File: src/shared/bod_consts.svh
// constants for the brake override and direction control block
`ifndef BOD_CONSTS_SVH
`define BOD_CONSTS_SVH

// register offsets on the parameter access port
`define BOD_OFS_DIR      16'h0618
`define BOD_OFS_BRK      16'h0814

// reset values of the stored parameters
`define BOD_DIR_RST      16'h0000
`define BOD_BRK_RST      16'h0000

// brake override codes
`define BOD_BRK_AUTO     16'h0000
`define BOD_BRK_MREL     16'h0001
`define BOD_BRK_MAPP     16'h0002

// direction inversion codes
`define BOD_DIR_OFF      16'h0000
`define BOD_DIR_ON       16'h0001

// operating state codes in which a manual release is allowed
`define BOD_OPS_SOD      4'h3
`define BOD_OPS_RTSO     4'h4
`define BOD_OPS_FAULT    4'h9

// read data for an unmapped address
`define BOD_RD_NONE      16'h0000

`endif

File: src/shared/bod_pkg.sv
// types and shared decode for the brake override and direction control block
`include "bod_consts.svh"

package bod_pkg;

  // parameter word as seen on the access port
  typedef logic [15:0] bod_word_t;

  // operating state code from the drive state machine
  typedef logic [3:0] bod_ops_t;

  // brake handling states, one-hot
  typedef enum logic [3:0] {
    BOD_ST_AUTO = 4'b0001,
    BOD_ST_REL  = 4'b0010,
    BOD_ST_PEND = 4'b0100,
    BOD_ST_HELD = 4'b1000
  } bod_brk_state_t;

  // states in which a manual release may open the brake
  function automatic logic bod_manual_ok(input bod_ops_t ops);
    bod_manual_ok = (ops == `BOD_OPS_SOD) || (ops == `BOD_OPS_RTSO) ||
                    (ops == `BOD_OPS_FAULT);
  endfunction : bod_manual_ok

endpackage : bod_pkg

File: src/hw/bod_dir.sv
// direction handling: inversion taken over at power-on, target sign to motor direction
`timescale 1ns/1ps

module bod_dir #(
  parameter int TGT_W = 32
) (
  // clock and reset
  input  wire logic                    mclk_in,
  input  wire logic                    srst_in,
  // power-on event and stored setting
  input  wire logic                    power_on_in,
  input  wire bod_pkg::bod_word_t      dir_cfg_in,
  // commanded target
  input  wire logic signed [TGT_W-1:0] target_in,
  // outputs towards the motion core
  output logic                         inv_active_out,
  output logic signed [TGT_W-1:0]      target_eff_out,
  output logic                         dir_pos_out,
  output logic                         dir_neg_out
);
  import bod_pkg::*;

  logic                    inv_active, next_inv_active;
  logic signed [TGT_W-1:0] target_eff, next_target_eff;
  logic                    dir_pos, next_dir_pos;
  logic                    dir_neg, next_dir_neg;

  ////////////////////////////////////////////////////////////////////////////////
  // the stored code governs only after the next power-on, so a live change
  // cannot flip the axis under a running move
  always_comb begin
    next_inv_active = inv_active;
    if (power_on_in) begin
      next_inv_active = (dir_cfg_in == `BOD_DIR_ON);
    end
    // note: the most negative target cannot be mirrored and stays as is
    next_target_eff = inv_active ? -target_in : target_in;
    next_dir_pos    = (next_target_eff > 0);  // positive means clockwise
    next_dir_neg    = (next_target_eff < 0);
  end

  // register stage
  always_ff @(posedge mclk_in) begin
    if (srst_in) begin
      inv_active <= 1'b0;
      target_eff <= '0;
      dir_pos    <= 1'b0;
      dir_neg    <= 1'b0;
    end else begin
      inv_active <= next_inv_active;
      target_eff <= next_target_eff;
      dir_pos    <= next_dir_pos;
      dir_neg    <= next_dir_neg;
    end
  end

  assign inv_active_out = inv_active;
  assign target_eff_out = target_eff;
  assign dir_pos_out    = dir_pos;
  assign dir_neg_out    = dir_neg;

endmodule : bod_dir

File: src/hw/bod_regs.sv
// parameter store: brake override and direction inversion registers
`timescale 1ns/1ps

module bod_regs (
  // clock and reset
  input  wire logic              mclk_in,
  input  wire logic              srst_in,
  // parameter access port
  input  wire logic              wr_in,
  input  wire logic              rd_in,
  input  wire bod_pkg::bod_word_t addr_in,
  input  wire bod_pkg::bod_word_t wdata_in,
  output bod_pkg::bod_word_t     rdata_out,
  output logic                   ack_out,
  output logic                   err_out,
  // drive status
  input  wire logic              power_en_in,
  // stored values
  output bod_pkg::bod_word_t     brk_code_out,
  output bod_pkg::bod_word_t     dir_cfg_out
);
  import bod_pkg::*;

  bod_word_t brk_code, next_brk_code;
  bod_word_t dir_cfg, next_dir_cfg;
  bod_word_t rdata, next_rdata;
  logic      ack, next_ack;
  logic      err, next_err;

  ////////////////////////////////////////////////////////////////////////////////
  // write checks and read mux; a refused write leaves the old value in place
  always_comb begin
    next_brk_code = brk_code;
    next_dir_cfg  = dir_cfg;
    next_rdata    = rdata;
    next_ack      = 1'b0;
    next_err      = 1'b0;
    if (wr_in) begin
      next_ack = 1'b1;
      if (addr_in == `BOD_OFS_BRK) begin
        if (wdata_in <= `BOD_BRK_MAPP) begin
          next_brk_code = wdata_in;
        end else begin
          next_err = 1'b1;
        end
      end else if (addr_in == `BOD_OFS_DIR) begin
        // the power stage must be off, else the change is refused
        if (!power_en_in && (wdata_in <= `BOD_DIR_ON)) begin
          next_dir_cfg = wdata_in;
        end else begin
          next_err = 1'b1;
        end
      end else begin
        next_err = 1'b1;
      end
    end else if (rd_in) begin
      next_ack = 1'b1;
      case (addr_in)
        `BOD_OFS_BRK: next_rdata = brk_code;
        `BOD_OFS_DIR: next_rdata = dir_cfg;
        default: begin
          next_rdata = `BOD_RD_NONE;
          next_err   = 1'b1;
        end
      endcase
    end
  end

  // register stage
  always_ff @(posedge mclk_in) begin
    if (srst_in) begin
      brk_code <= `BOD_BRK_RST;
      dir_cfg  <= `BOD_DIR_RST;
      rdata    <= `BOD_RD_NONE;
      ack      <= 1'b0;
      err      <= 1'b0;
    end else begin
      brk_code <= next_brk_code;
      dir_cfg  <= next_dir_cfg;
      rdata    <= next_rdata;
      ack      <= next_ack;
      err      <= next_err;
    end
  end

  assign brk_code_out = brk_code;
  assign dir_cfg_out  = dir_cfg;
  assign rdata_out    = rdata;
  assign ack_out      = ack;
  assign err_out      = err;

endmodule : bod_regs

File: src/hw/bod_top.sv
// brake override and direction control: brake handling state machine and top level
`timescale 1ns/1ps

// Summary of operation
// - The brake override field uses 0 for automatic, 1 for manual release, 2 for manual apply.
// - Manual release opens the brake only in switch-on-disabled, ready or fault state.
// - After a manual apply, release needs automatic first; apply straight to release does not open.
// - A write to the brake override field acts at once, with no enable or power cycle.
// - The digital input releases the brake only once it is assigned the release function.
// - Inversion off: positive targets move positive; inversion on: negative targets move positive.
// - Positive direction is clockwise rotation seen from the end of the motor shaft.
// - Direction inversion accepts writes only while the power stage is disabled.
// - A changed direction inversion is stored and governs movement only after the next power-on.
// - A manual apply overrides automatic and manual release, even when the power stage is enabled.
// - A manual apply is honoured only while the motor is at a standstill.
// - In automatic handling, disabling the power stage applies the holding brake.
module bod_top #(
  parameter int TGT_W = 32
) (
  // clock and reset
  input  wire logic                    mclk_in,
  input  wire logic                    srst_in,
  // parameter access port
  input  wire logic                    reg_wr_in,
  input  wire logic                    reg_rd_in,
  input  wire bod_pkg::bod_word_t      reg_addr_in,
  input  wire bod_pkg::bod_word_t      reg_wdata_in,
  output bod_pkg::bod_word_t           reg_rdata_out,
  output logic                         reg_ack_out,
  output logic                         reg_err_out,
  // drive status
  input  wire bod_pkg::bod_ops_t       op_state_in,
  input  wire logic                    power_en_in,
  input  wire logic                    standstill_in,
  input  wire logic                    power_on_in,
  // digital release input
  input  wire logic                    din_release_in,
  input  wire logic                    din_assigned_in,
  // motion command
  input  wire logic signed [TGT_W-1:0] target_in,
  // brake and direction outputs
  output logic                         brake_release_out,
  output logic                         brake_held_out,
  output logic                         inv_active_out,
  output logic signed [TGT_W-1:0]      target_eff_out,
  output logic                         dir_pos_out,
  output logic                         dir_neg_out
);
  import bod_pkg::*;

  // stored codes from the parameter store
  bod_word_t      brk_code;
  bod_word_t      dir_cfg;
  // brake handling state and its registered outputs
  bod_brk_state_t state, next_state;
  logic           release_q, next_release_q;
  logic           held_q, next_held_q;
  // release sources, all plain levels
  logic           man_ok;
  logic           auto_rel;
  logic           man_rel;
  logic           din_rel;

  ////////////////////////////////////////////////////////////////////////////////
  // parameter store
  bod_regs u_regs (
    .mclk_in      (mclk_in),
    .srst_in      (srst_in),
    .wr_in        (reg_wr_in),
    .rd_in        (reg_rd_in),
    .addr_in      (reg_addr_in),
    .wdata_in     (reg_wdata_in),
    .rdata_out    (reg_rdata_out),
    .ack_out      (reg_ack_out),
    .err_out      (reg_err_out),
    .power_en_in  (power_en_in),
    .brk_code_out (brk_code),
    .dir_cfg_out  (dir_cfg)
  );

  // direction path
  bod_dir #(
    .TGT_W (TGT_W)
  ) u_dir (
    .mclk_in        (mclk_in),
    .srst_in        (srst_in),
    .power_on_in    (power_on_in),
    .dir_cfg_in     (dir_cfg),
    .target_in      (target_in),
    .inv_active_out (inv_active_out),
    .target_eff_out (target_eff_out),
    .dir_pos_out    (dir_pos_out),
    .dir_neg_out    (dir_neg_out)
  );

  ////////////////////////////////////////////////////////////////////////////////
  // brake handling state machine; follows the stored code every cycle so a
  // new code acts without waiting for an enable
  always_comb begin
    next_state = state;
    case (state)
      BOD_ST_AUTO: begin
        // the operating state gate sits at the output, so a release code
        // written early still acts once the drive reaches a permitted state
        if (brk_code == `BOD_BRK_MREL) begin
          next_state = BOD_ST_REL;
        end else if (brk_code == `BOD_BRK_MAPP) begin
          next_state = BOD_ST_PEND;
        end
      end
      BOD_ST_REL: begin
        // leaving release for apply goes through pending, never straight to held
        if (brk_code == `BOD_BRK_AUTO) begin
          next_state = BOD_ST_AUTO;
        end else if (brk_code == `BOD_BRK_MAPP) begin
          next_state = BOD_ST_PEND;
        end
      end
      BOD_ST_PEND: begin
        // apply waits here until the shaft stands still
        if (brk_code == `BOD_BRK_AUTO) begin
          next_state = BOD_ST_AUTO;
        end else if (brk_code == `BOD_BRK_MREL) begin
          next_state = BOD_ST_REL;
        end else if (standstill_in) begin
          next_state = BOD_ST_HELD;
        end
      end
      BOD_ST_HELD: begin
        // only automatic leaves a manual apply; a direct release is ignored
        if (brk_code == `BOD_BRK_AUTO) begin
          next_state = BOD_ST_AUTO;
        end
      end
      default: next_state = BOD_ST_AUTO;
    endcase
  end

  // state register
  always_ff @(posedge mclk_in) begin
    if (srst_in) begin
      state <= BOD_ST_AUTO;
    end else begin
      state <= next_state;
    end
  end

  ////////////////////////////////////////////////////////////////////////////////
  // release sources; the brake output is registered to keep it glitch free
  assign man_ok   = bod_manual_ok(op_state_in);
  assign auto_rel = power_en_in;
  assign man_rel  = (state == BOD_ST_REL) && man_ok;
  assign din_rel  = din_assigned_in && din_release_in && man_ok;

  // limitation: the input release shares the manual gate, so it does nothing
  // outside the three permitted operating states
  always_comb begin
    next_held_q    = (state == BOD_ST_HELD);
    // a held manual apply beats every release source
    next_release_q = !next_held_q && (auto_rel || man_rel || din_rel);
  end

  // output register; one cycle of latency buys a brake line free of decode glitches
  always_ff @(posedge mclk_in) begin
    if (srst_in) begin
      release_q <= 1'b0;
      held_q    <= 1'b0;
    end else begin
      release_q <= next_release_q;
      held_q    <= next_held_q;
    end
  end

  assign brake_release_out = release_q;
  assign brake_held_out    = held_q;
endmodule : bod_top

File: config.mk
export PLATFORM = sky130hd
export DESIGN_NAME = bod_top
export DESIGN_NICKNAME = d
export VERILOG_FILES = /design/src/shared/bod_pkg.sv /design/src/hw/bod_dir.sv /design/src/hw/bod_regs.sv /design/src/hw/bod_top.sv
export VERILOG_INCLUDE_DIRS = /design/src /design/src/shared
export SDC_FILE = /design/constraint.sdc
export NUM_CORES = 1
export LEC_CHECK = 0
export ABC_AREA = 1
export BUFFER_PORTS_ARGS = -buffer_cell sky130_fd_sc_hd__buf_2
export CORE_MARGIN = 8
export CORE_UTILIZATION = 38
export CTS_CLUSTER_SIZE = 28
export DETAILED_ROUTE_END_ITERATION = 8
export GPL_TIMING_DRIVEN = 0
export PLACE_DENSITY = 0.74
export SLEW_MARGIN = 20
export SYNTH_ARGS = -nofsm -noshare
export SYNTH_HDL_FRONTEND = slang
export SYNTH_SLANG_ARGS = --single-unit
File: constraint.sdc
create_clock -name mclk_in -period 2.3 [get_ports mclk_in]
set_input_delay 0.115 -clock mclk_in [delete_from_list [all_inputs] [get_ports mclk_in]]
set_output_delay 0.115 -clock mclk_in [all_outputs]
set_load 0.005 [all_outputs]
-- Word level (Yosys, flattened, before mapping)
Index checks and enable logic that the tools add are counted.
- divide/modulo/power cells: 0
- add/sub/neg operators: 1
- shift operators: 0
- multiplexer cells: 19
- reductions and logical operators: 17
- multipliers: 0
- bitwise operators: 2
- eq/ne operators: 14
- order comparisons: 4
- operators by type and width (operator ; number):
    $eq 16x1->1 const B ; 2
    $gt 32x1->1 const B ; 1
    $lt 32x1->1 const B ; 1
    $mux 32 ; 1
    $neg 32->32 ; 1
    $pmux 16 s2 ; 1
    $mux 4 ; 7
    $eq 16x11->1 const B ; 1
    $eq 16x12->1 const B ; 1
    $eq 16x2->1 const B ; 1
    $le 16x1->1 const B ; 1
    $le 16x2->1 const B ; 1
    $logic_not 16->1 ; 1
    $pmux 4 s4 ; 1
    $mux 1 ; 9
    $eq 4x2->1 const B ; 2
    $eq 4x3->1 const B ; 2
    $eq 4x4->1 const B ; 2
    $logic_and 1x1->1 ; 5
    $eq 4x1->1 const B ; 1
    $logic_or 1x1->1 ; 4
    $ne 4x4->1 const B ; 1
    $reduce_and 2->1 ; 2
    $reduce_and 4->1 ; 1
    5 further kinds ; 7
- register bits after elaboration: 91
- bits in latches: 0
- memories kept: 0
- bits in read-only memories: 0
- input bits: 77
- word-level logic and storage cells: 69
- bits in writable memories: 0

-- Logic depth before layout (Yosys ltp)
Gate-level depths: netlist of the first run.
- depth after elaboration: 7
- depth in mapped cells: 15
- mapped depth without buffers: 15

-- Hierarchy
From an unflattened synthesis of the first run, not the netlist that was laid out.
- cells, all modules: 737
- area total of the unflattened synthesis: 4788.3 µm²
- by module, submodules not included (module ; area each (µm²) ; seq. area each (µm²) ; cells each ; instances):
    bod_dir ; 2154.6 ; 680.7 ; 370 ; 1
    bod_regs ; 2143.3 ; 1001.0 ; 285 ; 1
    bod_top ; 490.5 ; 120.1 ; 82 ; 1

-- Least setup slack after synthesis of the first run
No wires, ideal clock.
- kind: register to register
- start point: reg u_dir.inv_active, in the netlist u_dir.inv_active_out
- end point: reg u_dir.dir_pos, in the netlist u_dir.dir_pos_out
- buffers on the path: 1
- library setup time: 0.111 ns
- stages on the path, launching flop included: 12
- setup slack: 0.679 ns
- arrival: 1.509 ns
- required time: 2.189 ns
- period minus slack after synthesis: 1.621 ns
- cells stage by stage: dfxtp_1 -> buf_4 -> clkinv_2 -> or2_1 -> xor2_1 -> inv_1 -> nor2_1 -> nand3_1 -> nor3_2 -> nand2_1 -> nor2_1 -> nor2_1
- longest elaborated chain between the ends: 2
- ends and longest elaborated chain (item ; line ; text):
    start, declared ; bod_dir.sv:23 ; logic inv_active, next_inv_active;
    start signal, assigned ; bod_dir.sv:50 ; inv_active <= next_inv_active;
    $mux 32 ; bod_dir.sv:37 ; next_target_eff = inv_active ? -target_in : target_in;
    $gt 32x1->1 ; bod_dir.sv:38 ; next_dir_pos = (next_target_eff > 0);
    end signal, assigned ; bod_dir.sv:52 ; dir_pos <= next_dir_pos;
    end, declared ; bod_dir.sv:25 ; logic dir_pos, next_dir_pos;
Every way passes these cells.
A chain may end at the register's enable or synchronous reset.

-- Final worst setup path of the first run
Same ends and word-level chain as after synthesis.

==> flow_summary.rst, run 1 <==
.. list-table::
   :header-rows: 1

   * - Metric
     - Value
   * - CTS root buffer
     - clkbuf_16
   * - Clock H-tree levels
     - 3
   * - I/O pin total
     - 132
   * - Number of setup violations in the final report
     - 0
   * - Classification of the worst setup path
     - reg -> reg
   * - Hold crit path type
     - in -> reg
   * - Synthesis warning total
     - 0
   * - PostCTS Resize Cnt
     - 0
   * - Final Non-Filler Cells
     - 967
   * - Sinks on Clock Net
     - 90
   * - Reg-to-reg setup timing slack
     - 0.36 ns
   * - Yosys reg bits
     - 90
   * - Total via count in the routed design
     - 4733
   * - Worst Max-Slew Pin Slew
     - 0.672 ns
   * - Setup TNS after final layout
     - 0 ns
   * - Post-CTS clock slew at the launch and capture registers of the worst setup and hold paths
     - 0.07 ns
   * - Die area
     - 0.0158 mm²
   * - Global-route wire length before repair
     - 21200 µm
   * - CTS Hold Bufs
     - 0
   * - Syn nets
     - 753
   * - Largest net degree at the start of global routing
     - 16
   * - Setup repair after global routing missed its margin
     - false
   * - Startpoint of the worst-slack reg-to-reg timing path
     - u_dir.inv_active_out
   * - Synth-to-Final Area Change
     - 24.8%
   * - Share of layout cells above drive strength 1
     - 0.223
   * - Clock tree from TritonCTS
     - yes
   * - Total area of multi-input combinational cells
     - 0.00222 mm²
   * - Number of remaining DRC errors
     - 0
   * - Worst-path fanout max
     - 9
   * - Syn avg cell area
     - 6.81 µm²
   * - Post-synth top flop
     - dfxtp_1
   * - Number of synthesized flops with an enable pin
     - 0
   * - Worst Setup End Kind
     - register
   * - Count of final max-slew check failures
     - 0
   * - IO buf count
     - 130
   * - Number of distinct library cell variants in the gate-level netlist after synthesis
     - 34
   * - Via density per instance
     - 4.89
   * - Worst setup timing slack at the placement stage
     - 0.373 ns
   * - Max frequency
     - 515 MHz
   * - Worst skew pair latency
     - 0.35 ns
   * - Filler Cells Inserted
     - 1233
   * - Number of diodes
     - 0
   * - Layout net count
     - 894
   * - Setup repair bufs after CTS
     - 0
   * - Cells on worst reg2reg path
     - 11
   * - TritonCTS Buffers
     - 9
   * - Capture point of the worst reg-to-reg path
     - u_dir.dir_pos_out
   * - Final Hold Vio Count
     - 0
   * - Summed instance area of the synthesized netlist
     - 0.00459 mm²
   * - Final WL
     - 13100 µm
   * - Remaining antenna violation count
     - 0
   * - VDD IR max
     - 0.538 mV
   * - Initial DRC count
     - 309
   * - Status
     - finished, final reports clean
   * - Global-route total usage across every layer
     - 0.164
   * - Final min period
     - 1.94 ns
   * - Number of instances in the synthesized netlist
     - 674
   * - Number of global-route vias before repair
     - 4546
   * - Slack of the critical path
     - 0.359 ns
   * - Detailed Routing Iterations Pass 1
     - 5
   * - Starting density of the core
     - 0.385
   * - Number of cells after detailed placement
     - 951
   * - Period utilisation layout
     - 0.844
   * - Hold path start
     - reg_wdata_in[1]
   * - Maximum clock path buffer count
     - 2
   * - Placed wire-length estimate after detailed placement
     - 10500 µm
   * - Critical path startpoint category
     - register
   * - Chip height
     - 126 µm
   * - Worst min-delay path endpoint
     - u_regs.brk_code_out[1]
   * - Area post-placement
     - 0.00542 mm²
   * - Total power density per cell area
     - 610 mW/mm²
   * - Number of instances on the worst hold path
     - 3
   * - Horiz. Die Dim
     - 126 µm
   * - Number of antenna violations at the first check in global routing
     - 0
   * - Final Instance Area
     - 0.00573 mm²
   * - Area of the core
     - 0.0119 mm²
   * - Max transition margin
     - 0.552
   * - Aggregate global routing overflow
     - 0
   * - Max Cap Violations
     - 0
   * - Wire length per cell after detailed routing
     - 13.6 µm
   * - Data required time of the critical path
     - 2.54 ns
   * - Data arrival time of the worst path
     - 2.19 ns
   * - Global placement routability congestion
     - 0.910
   * - Final core utilization
     - 0.481
   * - Total area of sequential cells
     - 0.00180 mm²
   * - Static Leak
     - 2.89 nW
   * - Row count
     - 40
   * - Worst clock skew
     - 0.00918 ns
   * - Share of flip-flops with an asynchronous set or reset after synthesis
     - 0
   * - Sequential share of the synthesized area
     - 0.393
[worst max-delay path, cell delays in order, from the launching register on]
cell,delay [ns]
dfxtp_1,0.32
buf_4,0.18
clkinv_2,0.18
or2_1,0.27
xor2_1,0.19
inv_1,0.06
nor2_1,0.10
nand3_1,0.10
nor3_2,0.22
nand2_1,0.09
nor2_1,0.09
nor2_1,0.04
[metal layers]
layer  up-vias  track usage  part of all wire
li1       2445            -                 -
met1      2117        0.189              0.43
met2       149        0.284              0.49
met3        22       0.0422             0.059
met4         0       0.0651             0.024
met5         -            0                 0
[where the power goes]
group          leakage (nW)  internal, mW  switching [mW]  total, mW
registers             0.738          1.61          0.0149       1.62
logic                  2.00         0.152           0.211      0.363
clock network         0.151         0.880           0.624       1.50
total                  2.89          2.64           0.850       3.49
[cells in the final DEF, fill, tap and decap left out, types with 2 or more instances in the layout]
| cell type | synthesis | layout |
|---|---|---|
| nand3b_1 | 11 | 11 |
| nor2_4 | 4 | 4 |
| o2111ai_1 | 2 | 2 |
| clkbuf_1 | 17 | 18 |
| nor3_1 | 19 | 19 |
| xor2_1 | 6 | 6 |
| buf_2 | 2 | 132 |
| ha_1 | 2 | 2 |
| clkbuf_16 | 0 | 9 |
| nor2_2 | 11 | 11 |
| nand4_1 | 18 | 18 |
| a21oi_1 | 28 | 28 |
| or2_2 | 2 | 2 |
| o31ai_1 | 2 | 2 |
| nand2_2 | 11 | 11 |
| clkbuf_8 | 1 | 2 |
| o211ai_1 | 23 | 23 |
| nor4_1 | 3 | 3 |
| inv_6 | 0 | 2 |
| buf_4 | 2 | 2 |
| inv_1 | 118 | 118 |
| o21ai_1 | 3 | 3 |
| clkinv_2 | 1 | 2 |
| nand3_1 | 53 | 53 |
| o21ai_0 | 13 | 13 |
| o221ai_1 | 10 | 10 |
| nor2_1 | 90 | 90 |
| dfxtp_1 | 90 | 90 |
| nand2_1 | 125 | 125 |
[worst max path at each step]
stage,start,end,depth (start not counted)
after CTS,u_dir.inv_active_out,u_dir.dir_pos_out,11
final,u_dir.inv_active_out,u_dir.dir_pos_out,11
after global placement,u_dir.inv_active_out,u_dir.dir_pos_out,11
after detailed placement,u_dir.inv_active_out,u_dir.dir_pos_out,11
after global routing,u_dir.inv_active_out,u_dir.dir_pos_out,11
after floorplan,u_dir.inv_active_out,u_dir.dir_pos_out,11
[cell usage after synthesis (all sizes together) (3+ instances only)]
master  count  share of area
buf         5         0.0079
xor2        6          0.011
nand3b     11          0.018
nand2     137           0.12
nand3      53          0.058
o21ai      16          0.017
o211ai     23          0.038
or2         3         0.0041
nand4      18          0.025
o221ai     10          0.019
clkbuf     18          0.017
nor2      105          0.098
dfxtp      90           0.39
nor3       21          0.026
a21oi      28          0.031
inv       118          0.097
nor4        3         0.0041
[kinds of logic (layout without fill, tap and decap cells)]
kind of cell,Yosys count,after routing,synth area share
AND/OR/NAND/NOR,352,352,0.355
buffers and inverters,142,288,0.122
flip-flops,90,90,0.393
AO/OA/AOI/OAI,82,82,0.113
XOR/XNOR,6,6,0.0115
adder cells (fa/ha/maj),2,2,0.00545
[layout make-up]
type / instances / share of cell area
Inverter: 119 / 0.0782
Multi-Input combinational cell: 442 / 0.388
Clock buffer: 11 / 0.0424
Sequential cell: 90 / 0.315
Clock inverter: 5 / 0.0107
Timing Repair Buffer: 130 / 0.114
Buffer: 23 / 0.0199
Tap cell: 147 / 0.0321
[state kept, by name (all words and copies together) (netlist names), 4 cells and up]
register	cells
u_regs.dir_cfg_out	16
state	4
u_regs.rdata_out	16
u_dir.target_eff_out	31
u_regs.brk_code_out	16
[metrics by stage]
stage               hold slack (ns)  total power, mW
floorplan                     0.263             1.84
global placement              0.382             2.02
global route                 0.0533             3.62
CTS                          0.0298             3.52
finish                       0.0339             3.49
detailed placement            0.401             2.02
Note: power is estimated with default switching activity, not from simulation.
==> run 2: changes to the inputs <==
==> constraint.sdc (replaced) <==
create_clock -name mclk_in -period 1.95 [get_ports mclk_in]
set_input_delay 0.0975 -clock mclk_in [delete_from_list [all_inputs] [get_ports mclk_in]]
set_output_delay 0.0975 -clock mclk_in [all_outputs]
set_load 0.005 [all_outputs]
==> run 2 against run 1 <==
Against the previous run: utilization grew 0.12 points; die area stayed put; fmax is 9.0% higher; clock skew hardly changed; via count hardly changed; setup slack got worse by 0.19 ns; critical endpoint unchanged; highest routed layer unchanged.
==> flow_summary.rst, run 2 (synthesis gave the netlist of run 1 again) <==
.. list-table::
   :header-rows: 1

   * - Metric
     - Value
   * - Total internal power
     - 3.11 mW (+18%)
   * - Reg-to-reg setup timing slack
     - 0.17 ns (-0.19 ns)
   * - Synth-to-Final Area Change
     - 25.1%
   * - Worst clock skew
     - 0.00941 ns (+0.000233 ns)
   * - Final Instance Area
     - 0.00574 mm² (+0.24%)
   * - Most utilized layer in the global route result
     - met2
   * - Area post-placement
     - 0.00542 mm² (unchanged)
   * - Number of global-route vias before repair
     - 4546 (unchanged)
   * - M2 GR Usage
     - 0.284 (unchanged)
   * - Row count
     - 40 (unchanged)
   * - Setup repair after global routing missed its margin
     - false
   * - Crit path to
     - u_dir.dir_pos_out
   * - Hold crit path type
     - in -> reg
   * - VDD IR max
     - 0.635 mV (+18%)
   * - Global-route wire length before repair
     - 21200 µm (unchanged)
   * - CTS Hold Bufs
     - 0 (unchanged)
   * - Worst-path fanout max
     - 10 (+1)
   * - Starting density of the core
     - 0.385 (unchanged)
   * - Critical path startpoint category
     - register
   * - Horiz. Die Dim
     - 126 µm (unchanged)
   * - Cells on worst reg2reg path
     - 9 (-2)
   * - Data required time of the critical path
     - 2.19 ns (-0.35 ns)
   * - Total power density per cell area
     - 718 mW/mm² (+18%)
   * - Layout net count
     - 894 (unchanged)
   * - Status
     - finished, final reports clean
   * - Area of the core
     - 0.0119 mm² (unchanged)
   * - Global placement routability congestion
     - 0.910 (unchanged)
   * - IO buf count
     - 130 (unchanged)
   * - Die area
     - 0.0158 mm² (unchanged)
   * - Worst Setup End Kind
     - register
   * - CTS root buffer
     - clkbuf_16
   * - Share of total power in combinational logic
     - 0.104 (about the same)
   * - Worst Max-Slew Pin Slew
     - 0.674 ns (+0.00208 ns)
   * - Max Cap Violations
     - 0 (unchanged)
   * - Total area of multi-input combinational cells
     - 0.00223 mm² (+0.34%)
   * - Detailed Routing Iterations Pass 1
     - 5 (unchanged)
   * - Number of instances on the worst hold path
     - 3 (unchanged)
   * - Number of diodes
     - 0 (unchanged)
   * - Remaining antenna violation count
     - 0 (unchanged)
   * - Total area of sequential cells
     - 0.00180 mm² (unchanged)
   * - Period utilisation layout
     - 0.913 (+0.0693)
   * - Classification of the worst setup path
     - reg -> reg
   * - Wire length per cell after detailed routing
     - 13.6 µm (+0.30%)
   * - Sinks on Clock Net
     - 90 (unchanged)
   * - I/O pin total
     - 132 (unchanged)
   * - Post-CTS clock slew at the launch and capture registers of the worst setup and hold paths
     - 0.07 ns (about the same)
   * - Chip height
     - 126 µm (unchanged)
   * - Aggregate global routing overflow
     - 0 (unchanged)
   * - Count of final max-slew check failures
     - 0 (unchanged)
   * - Leading cell types in the layout, fill and taps excluded
     - buf_2, nand2_1, inv_1
   * - Max FFs per register
     - 31 (unchanged)
   * - Capture point of the worst reg-to-reg path
     - u_dir.dir_pos_out
   * - Startpoint of the worst-slack reg-to-reg timing path
     - u_dir.inv_active_out
   * - Total via count in the routed design
     - 4735 (+0.042%)
   * - Number of remaining DRC errors
     - 0 (unchanged)
   * - Worst-case hold slack
     - 0.0163 ns (-0.0175 ns)
   * - Met3 Use GR
     - 0.0422 (unchanged)
   * - Global-route total usage across every layer
     - 0.164 (unchanged)
   * - Number of setup violations in the final report
     - 0 (unchanged)
   * - Worst skew pair latency
     - 0.35 ns (about the same)
   * - Via density per instance
     - 4.90 (about the same)
   * - Clock tree from TritonCTS
     - yes
   * - Max transition margin
     - 0.551 (-0.00138)
   * - Most common cell after layout, fill and taps aside
     - buf_2
   * - Reg power frac
     - 0.465 (about the same)
   * - Largest net degree at the start of global routing
     - 16 (unchanged)
   * - Maximum clock path buffer count
     - 2 (unchanged)
   * - Initial DRC count
     - 320 (+3.6%)
   * - Static Leak
     - 2.89 nW (+0.24%)
   * - Final WL
     - 13200 µm (+0.30%)
   * - Final min period
     - 1.78 ns (-0.160 ns)
   * - Filler Cells Inserted
     - 1229 (-0.32%)
   * - Met1 usage in global routing
     - 0.189 (unchanged)
   * - Share of layout cells above drive strength 1
     - 0.226 (+0.00244)
   * - Power Total
     - 4.12 mW (+18%)
   * - Switching Power
     - 1.00 mW (+18%)
   * - Part of the power in the clock network
     - 0.431 (about the same)
   * - Setup TNS after final layout
     - 0 ns (unchanged)
   * - Final core utilization
     - 0.482 (+0.00116)
   * - Final Hold Vio Count
     - 0 (unchanged)
   * - Max frequency
     - 562 MHz (+9.0%)
   * - Data arrival time of the worst path
     - 2.03 ns (-0.16 ns)
   * - Switch share
     - 0.244 (about the same)
   * - Placed wire-length estimate after detailed placement
     - 10500 µm (unchanged)
   * - Critical path startpoint
     - u_dir.inv_active_out
   * - Number of antenna violations at the first check in global routing
     - 0 (unchanged)
   * - Clock H-tree levels
     - 3 (unchanged)
   * - TritonCTS Buffers
     - 9 (unchanged)
==> run 2: power by group through the flow <==
stage               logic (mW)  clock network, mW  registers (mW)
floorplan                0.199                  0            1.97
global placement         0.426                  0            1.96
detailed placement       0.429                  0            1.96
CTS                      0.432               1.81            1.92
global route             0.481               1.87            1.92
finish                   0.429               1.77            1.91
==> run 2: cell type report <==
| class | count | share of cell area |
|---|---|---|
| Buffer | 23 | 0.0207 |
| Multi-Input combinational cell | 442 | 0.389 |
| Tap cell | 147 | 0.0320 |
| Clock inverter | 5 | 0.0107 |
| Inverter | 119 | 0.0783 |
| Sequential cell | 90 | 0.314 |
| Timing Repair Buffer | 130 | 0.113 |
| Clock buffer | 11 | 0.0423 |
==> run 2: through the flow <==
stage / std cells / setup slack [ns]
detailed placement: 951 / 0.0228
global route: 967 / 0.0186
CTS: 967 / 0.00250
global placement: 951 / 0.0504
floorplan: 674 / 0.329
finish: 967 / 0.169
==> run 2: how the worst min path moves through the flow <==
stage,startpoint,to
after floorplan,reg_wdata_in[0],u_regs.brk_code_out[0]
after global placement,reg_wdata_in[1],u_regs.brk_code_out[1]
after detailed placement,reg_wdata_in[1],u_regs.brk_code_out[1]
after CTS,reg_wdata_in[1],u_regs.brk_code_out[1]
after global routing,reg_wdata_in[1],u_regs.brk_code_out[1]
final,reg_wdata_in[1],u_regs.brk_code_out[1]
==> run 2: metal layers <==
metal | share of wire | routed length, µm
met3 | 0.059 | 782
met1 | 0.43 | 5660
met4 | 0.024 | 311
met2 | 0.49 | 6420
met5 | 0 | 0
==> run 2: what timing repair did <==
item / 4_1_cts / 5_1_grt
gates resized for setup: 0 / 5
endpoints found under the setup margin: 0 / 1
endpoints found under the hold margin: 0 / 0
setup buffers: 0 / 0
==> run 2: critical path, cell delays in order (launching register included) <==
cell and delay [ns]:
dfxtp_1 0.34, buf_6 0.15, clkbuf_1 0.39, nand3_1 0.13, nand2_1 0.13, nand3_1 0.10, nor3_2 0.21, nand2_1 0.08
nor2_1 0.09, nor2_1 0.04
